`src/rtl/hub_port_config_defines.svh`:
```
/*
 * Offsets, field positions, reset values and figures of the hub port
 * configuration registers.
 * Assumes inclusion by bare name from the package and the design module.
 */
// Overview of operation
// - Bits 4..1 of the fixed-port mask mark ports 4..1 non-removable when 1, other bits are reserved.
// - With the default configuration in use, the fixed-port straps replace the fixed-port mask.
// - Bits 4..1 of the self-powered port-off mask disable ports 4..1 when 1, other bits are reserved.
// - The bus-powered port-off mask has the same layout and meaning as the self-powered one.
// - With port remapping off, ports flagged in the active port-off mask are permanently disabled.
// - Any combination of disabled ports is accepted and the reported port count equals the enabled ports.
// - Enabled ports are renumbered contiguously and in order, skipping disabled ones.
// - With the default configuration in use, the port-off straps replace the port-off masks.
// - The self-powered upstream current is the 8-bit register value times 2 mA.
// - In a compound hub the embedded peripheral reports zero current of its own.
// - The remap select bit chooses standard numbering (0) or port mapping mode (1).
`ifndef HUB_PORT_CONFIG_DEFINES_SVH
`define HUB_PORT_CONFIG_DEFINES_SVH

`define ADDR_NONREMOVABLE_PORT_MASK     8'h09
`define ADDR_PORT_OFF_MASK_SELF_POWERED 8'h0a
`define ADDR_PORT_OFF_MASK_BUS_POWERED  8'h0b
`define ADDR_SELF_POWERED_CURRENT_DRAW  8'h0c
`define ADDR_HUB_MODE                   8'h08

`define PORT_FIELD_LSB   1
`define PORT_FIELD_MSB   4
`define PORT_FIELD_MASK  8'h1e
`define HUB_MODE_REMAP_BIT     3
`define HUB_MODE_COMPOUND_BIT  0

`define RESET_MASK      8'h00
`define RESET_CURRENT   8'h32
`define RESET_HUB_MODE  8'h00

`define CURRENT_STEP_MA    2
`define CURRENT_LIMIT_MA   100
`define PERIPHERAL_CURRENT_MA 8'h00

`endif

```
`src/rtl/hub_port_config_pkg.sv`:
```
/*
 * Types of the hub port configuration registers.
 * Assumes the defines header sits beside it.
 */
`include "hub_port_config_defines.svh"
package hub_port_config_pkg;
	typedef logic [7:0] cfg_byte_t;
	typedef logic [3:0] port_vec_t;
	typedef logic [2:0] port_num_t;
endpackage : hub_port_config_pkg

```
`src/rtl/hub_port_config_regs.sv`:
```
/*
 * Byte-wide port configuration registers of a four-port hub and the port
 * enable, count and renumbering logic that they steer.
 * Assumes a one-clock register port and strap pins from outside the domain.
 */
// The implementer's own choice: the plain strobed port.
`timescale 1ns/1ps
`default_nettype none
`include "hub_port_config_defines.svh"

module hub_port_config_regs
	import hub_port_config_pkg::*;
(
	// Clock, reset and enable
	input  wire logic  clk_i,
	input  wire logic  rst_i,
	input  wire logic  ce_i,
	// Register port
	input  wire logic [7:0] addr_i,
	input  wire logic [7:0] wdata_i,
	input  wire logic       wr_i,
	input  wire logic       rd_i,
	output logic      [7:0] rdata_o,
	// Configuration source and power mode
	input  wire logic       default_config_i,
	input  wire logic       self_powered_i,
	// Straps
	input  wire logic [3:0] fixed_port_strap_i,
	input  wire logic [3:0] port_off_strap_plus_i,
	input  wire logic [3:0] port_off_strap_minus_i,
	// Results toward the hub core
	output logic      [3:0] port_enabled_o,
	output logic      [3:0] port_fixed_o,
	output logic      [2:0] port_count_o,
	output logic     [11:0] port_number_o,
	output logic      [7:0] hub_current_o,
	output logic      [7:0] peripheral_current_o,
	output logic            remap_mode_o
);

	// ----------------------------------------------------------------
	// Registers
	// ----------------------------------------------------------------
	cfg_byte_t nonremovable_port_mask;
	cfg_byte_t port_off_mask_self_powered;
	cfg_byte_t port_off_mask_bus_powered;
	cfg_byte_t self_powered_current_draw;
	cfg_byte_t hub_mode;
	logic [11:0] strap_meta;
	logic [11:0] strap_sync;
	logic [1:0]  mode_meta;
	logic [1:0]  mode_sync;

	wire cfg_byte_t port_field = `PORT_FIELD_MASK;
	wire logic sel_nr = addr_i == `ADDR_NONREMOVABLE_PORT_MASK;
	wire logic sel_sp = addr_i == `ADDR_PORT_OFF_MASK_SELF_POWERED;
	wire logic sel_bp = addr_i == `ADDR_PORT_OFF_MASK_BUS_POWERED;
	wire logic sel_cur = addr_i == `ADDR_SELF_POWERED_CURRENT_DRAW;
	wire logic sel_mode = addr_i == `ADDR_HUB_MODE;
	wire cfg_byte_t masked_wdata = wdata_i & port_field;
	wire cfg_byte_t mode_wmask = 8'h09;

	always_ff @(posedge clk_i or posedge rst_i) begin
		if (rst_i) begin
			nonremovable_port_mask <= `RESET_MASK;
			port_off_mask_self_powered <= `RESET_MASK;
			port_off_mask_bus_powered <= `RESET_MASK;
			self_powered_current_draw <= `RESET_CURRENT;
			hub_mode <= `RESET_HUB_MODE;
		end else if (ce_i && wr_i) begin
			if (sel_nr) nonremovable_port_mask <= masked_wdata;
			if (sel_sp) port_off_mask_self_powered <= masked_wdata;
			if (sel_bp) port_off_mask_bus_powered <= masked_wdata;
			if (sel_cur) self_powered_current_draw <= wdata_i;
			if (sel_mode) hub_mode <= wdata_i & mode_wmask;
		end
	end

	// ----------------------------------------------------------------
	// Read port
	// ----------------------------------------------------------------
	wire cfg_byte_t read_mux =
		sel_nr   ? nonremovable_port_mask :
		sel_sp   ? port_off_mask_self_powered :
		sel_bp   ? port_off_mask_bus_powered :
		sel_cur  ? self_powered_current_draw :
		sel_mode ? hub_mode : 8'h00;

	always_ff @(posedge clk_i or posedge rst_i) begin
		if (rst_i) rdata_o <= 8'h00;
		else if (ce_i) rdata_o <= rd_i ? read_mux : 8'h00;
	end

	// ----------------------------------------------------------------
	// Strap synchronisers
	// ----------------------------------------------------------------
	always_ff @(posedge clk_i or posedge rst_i) begin
		if (rst_i) begin
			strap_meta <= 12'h000;
			strap_sync <= 12'h000;
			mode_meta <= 2'h0;
			mode_sync <= 2'h0;
		end else if (ce_i) begin
			strap_meta <= {fixed_port_strap_i, port_off_strap_plus_i,
				port_off_strap_minus_i};
			strap_sync <= strap_meta;
			mode_meta <= {default_config_i, self_powered_i};
			mode_sync <= mode_meta;
		end
	end

	// ----------------------------------------------------------------
	// Port selection and renumbering
	// ----------------------------------------------------------------
	wire logic use_default = mode_sync[1];
	wire logic self_pwr = mode_sync[0];
	wire logic remap = hub_mode[`HUB_MODE_REMAP_BIT];
	wire port_vec_t reg_off = self_pwr ?
		port_off_mask_self_powered[`PORT_FIELD_MSB:`PORT_FIELD_LSB] :
		port_off_mask_bus_powered[`PORT_FIELD_MSB:`PORT_FIELD_LSB];
	wire port_vec_t strap_off = strap_sync[7:4] | strap_sync[3:0];
	wire port_vec_t off_src = use_default ? strap_off : reg_off;
	wire port_vec_t off_eff = remap ? 4'h0 : off_src;
	wire port_vec_t next_enabled = ~off_eff;
	wire port_vec_t next_fixed = use_default ? strap_sync[11:8] :
		nonremovable_port_mask[`PORT_FIELD_MSB:`PORT_FIELD_LSB];

	port_num_t num [4];
	assign num[0] = next_enabled[0] ? 3'd1 : 3'd0;
	assign num[1] = next_enabled[1] ?
		3'(next_enabled[0]) + 3'd1 : 3'd0;
	assign num[2] = next_enabled[2] ?
		3'(next_enabled[0]) + 3'(next_enabled[1]) + 3'd1 : 3'd0;
	assign num[3] = next_enabled[3] ? 3'(next_enabled[0]) +
		3'(next_enabled[1]) + 3'(next_enabled[2]) + 3'd1 : 3'd0;
	wire port_num_t next_count = 3'(next_enabled[0]) + 3'(next_enabled[1])
		+ 3'(next_enabled[2]) + 3'(next_enabled[3]);
	wire logic compound = hub_mode[`HUB_MODE_COMPOUND_BIT] |
		(use_default & (|strap_sync[11:8]));

	always_ff @(posedge clk_i or posedge rst_i) begin
		if (rst_i) begin
			port_enabled_o <= 4'h0;
			port_fixed_o <= 4'h0;
			port_count_o <= 3'h0;
			port_number_o <= 12'h000;
			hub_current_o <= 8'h00;
			peripheral_current_o <= 8'h00;
			remap_mode_o <= 1'b0;
		end else if (ce_i) begin
			port_enabled_o <= next_enabled;
			port_fixed_o <= next_fixed;
			port_count_o <= next_count;
			port_number_o <= {num[3], num[2], num[1], num[0]};
			hub_current_o <= self_powered_current_draw;
			peripheral_current_o <= compound ?
				`PERIPHERAL_CURRENT_MA : 8'h00;
			remap_mode_o <= remap;
		end
	end

endmodule : hub_port_config_regs
`default_nettype wire
```
`config.mk`:
```
export PLATFORM = sky130hd
export DESIGN_NAME = hub_port_config_regs
export DESIGN_NICKNAME = d
export VERILOG_FILES = /design/src/rtl/hub_port_config_pkg.sv /design/src/rtl/hub_port_config_regs.sv
export VERILOG_INCLUDE_DIRS = /design/src /design/src/rtl
export SDC_FILE = /design/constraint.sdc
export NUM_CORES = 1
export LEC_CHECK = 0
export BUFFER_PORTS_ARGS = -buffer_cell sky130_fd_sc_hd__buf_2
export CAP_MARGIN = 20
export CELL_PAD_IN_SITES_DETAIL_PLACEMENT = 1
export CELL_PAD_IN_SITES_GLOBAL_PLACEMENT = 2
export CORE_MARGIN = 5
export CORE_UTILIZATION = 36
export DETAILED_ROUTE_END_ITERATION = 6
export PLACE_DENSITY_LB_ADDON = 0.1
export SYNTH_ARGS = -nofsm -noshare
export SYNTH_HDL_FRONTEND = slang
export SYNTH_SLANG_ARGS = --single-unit
```
`constraint.sdc`:
```
create_clock -name clk_i -period 3.7 [get_ports clk_i]
set_input_delay 0.37 -clock clk_i [delete_from_list [all_inputs] [get_ports clk_i]]
set_output_delay 0.37 -clock clk_i [all_outputs]
set_load 0.02 [all_outputs]
```
==> results by group <==
Power and ir drop
  • Pleak: roughly 2.2 nW
  • Overall Power: 2.21 mW
  • Worst vdd ir: about 0.20 mV
  • P per Cell Area: between 400 and 500 nW/um^2

STA
  • Clock skew: approximately 10 ps
  • WHS: 111 ps
  • RSZ-0062 raised after global routing: false
  • Fin. max-slew vios: 0
  • Final Hold Vio Count: 0
  • Final setup vio count: 0
  • Worst-margin pin slew: 760 ps
  • Setup_tns: 0 ps
  • Maximum achievable frequency: between 300 and 400 MHz
  • Fin crit share: 82.2%
  • Worst Slack Setup Final: about 660 ps
  • Final Critical Period: a little over 3000 ps
  • Worst rel slew slack: 49.3%

Clocking
  • CTS root buf: clkbuf_8
  • Post-CTS Resized: 0
  • CTS Sinks: between 80 and 90
  • TritonCTS clock tree: done
  • Max Root-Sink Buffers: 2
  • Total CTS buffers: 9
  • Post-CTS Repair Setup Buffers: 0
  • Worst-skew pair later-pin latency: 360 ps
  • CTS clk-pin slew, worst paths: ~90 ps
  • Hold_buf cts: 0
  • CTS H-tree depth: 3

Place
  • Dpl cells: slightly above 500
  • Dpl ws: 595 ps
  • HPWL after detailed placement: 6.61 mm
  • Port bufs: 71
  • GPL Wtd Cong: ~0.75

Global route
  • Vias in the first global route: 2732
  • All-Layer GR Usage: roughly 14%
  • Initial antenna violation count: 0
  • First-pass GRT wire length: between 10 and 15 mm
  • Largest net degree at the start of global routing: between 60 and 70
  • Remaining global-route overflow: 0

Setup path
  • Crit Path Max Fanout: 9
  • Setup CP Type: register to register
  • Required time of the critical path: ~4000 ps
  • Critical Path Sink Type: register
  • Critical Path AT: 3290 ps
  • CP Launch Type: register

Layout
  • Diodes inserted: 0
  • Layout fillers: roughly 1200
  • Share of cells above drive strength 1: 45.6%
  • Area growth syn-to-layout: 16.0%
  • Fin cells: 519
  • Final #Nets: roughly 420

Logic synthesis
  • Ys Warns: 0
  • Area leader, netlist: dfrtp_1
  • Post-synth EDFFs: 0
  • Register bit count reported by yosys: 86
  • Most frequent cell after synthesis: dfrtp_1
  • Synth top area cells: dfrtp_1 (52%), mux2_2 (19%), buf_4 (2.3%)
  • Commonest cells in the synthesized netlist: dfrtp_1 (83), mux2_2 (67), inv_1 (16)
  • Post-synthesis sequential area ratio: 54.2%
  • Avg Synthesized Cell Area: ~13 sq um
  • Ys async rst share: between 90% and 100%
  • Synth top area share: 52.2%
  • Post-Syn Area: 3980 sq um
  • Synth Flop Type: dfrtp_1
  • Synth cell types: 44
  • Synthesized instance count: between 300 and 400

Route
  • DRC: 0
  • TritonRoute pass-1 iters: 4
  • Post-DRT Antenna Nets: 0
  • Drt first-iter violations: 84
  • Routed vias: about 2500
  • Vias per cell: 4.91
  • WL/cell: approximately 17 um
  • WL final: about 9 mm

Status
  • Status: completed

Job
  • Max-Cap Viols: 0

Hold path
  • Worst hold path class: input port to async pin

Floorplan
  • DIE HEIGHT: approximately 120 um
  • IO Pins: 83
  • Die area: roughly 13000 sq um
  • Placement Rows: 38
  • Chip Width: between 100 and 150 um
  • Initial Util: 36.7%
  • Core area: around 11000 sq um
[path summary, 6_finish.rpt]
kind / startpoint / end / slack [ps] / cells past startpoint
min: rst_i / hub_current_o[7] / 110 / 2
max: mode_sync[1] / port_count_o[1] / 660 / 7
min in group clk_i: fixed_port_strap_i[1] / strap_meta[9] / 240 / 2
min reg2reg: strap_meta[0] / strap_sync[0] / 500 / 1
max in group asynchronous: rst_i / self_powered_current_draw[4] / 2750 / 3
max reg2reg: mode_sync[1] / port_count_o[1] / 660 / 7
[logic make-up (layout without fill, tap and decap cells)]
kind of cell,count (synthesis),in the layout,share of synthesized area (%)
muxes,75,75,21.0
adders and majority gates,10,10,3.71
buffers and inverters,44,106,5.35
DFF,86,86,54.2
and+or+nand+nor,57,57,9.78
AOI/OAI and AO/OA,34,34,5.88
other,1,11,0.0943
[layer usage]
layer	vias to the layer above	wire length, um	global-route usage, %
li1	1197	-	-
met1	1284	4270	19.9
met2	58	4180	22.2
met3	7	383	3.37
met4	0	100	4.77
met5	-	0	0
[per-stage QoR]
step / util (%) / instance area [sq um]
global placement: 40.7 / 4420
finish: 42.6 / 4620
floorplan: - / 4020
CTS: 42.6 / 4620
global route: 42.6 / 4620
detailed placement: 40.7 / 4420
[placed cells by master (no fill, tap or decap), types with 8 or more instances in the layout]
cell type	n
a21oi_1	8
mux2i_1	8
conb_1	11
buf_2	71
nor2_1	9
clkbuf_8	10
inv_1	15
dfrtp_1	83
o22ai_1	8
mux2_2	67
[flip-flops by register name, summed over array words and instances (netlist names), 3 cells and up]
register and cells:
strap_meta 12, strap_sync 12, hub_current_o 8, port_number_o 8, rdata_o 8, self_powered_current_draw 8, nonremovable_port_mask 4, port_enabled_o 4
port_fixed_o 4, port_off_mask_bus_powered 4, port_off_mask_self_powered 4, port_count_o 3
[where the power goes]
group / switching (mW) / internal, mW
Clock: 0.351 / 0.328
Sequential: 0.0606 / 1.04
Combinational: 0.248 / 0.181
[final cells by class]
| type | instances | area, sq um | area share (%) |
|---|---|---|---|
| Inverter | 16 | 61.3 | 1.33 |
| Clock buffer | 10 | 138 | 2.98 |
| Sequential cell | 86 | 2160 | 46.7 |
| Multi-Input combinational cell | 187 | 1650 | 35.7 |
| Timing Repair Buffer | 74 | 378 | 8.19 |
| Clock inverter | 6 | 61.3 | 1.33 |
| Tap cell | 140 | 175 | 3.80 |
[critical path: stages, from the launching register on]
cell and delay [ps]:
dfrtp_1 560, inv_1 160, a211oi_1 520, inv_1 200, fa_1 630, ha_1 190
fa_1 410, mux2_2 270
Power figures use the tool's default switching activity.
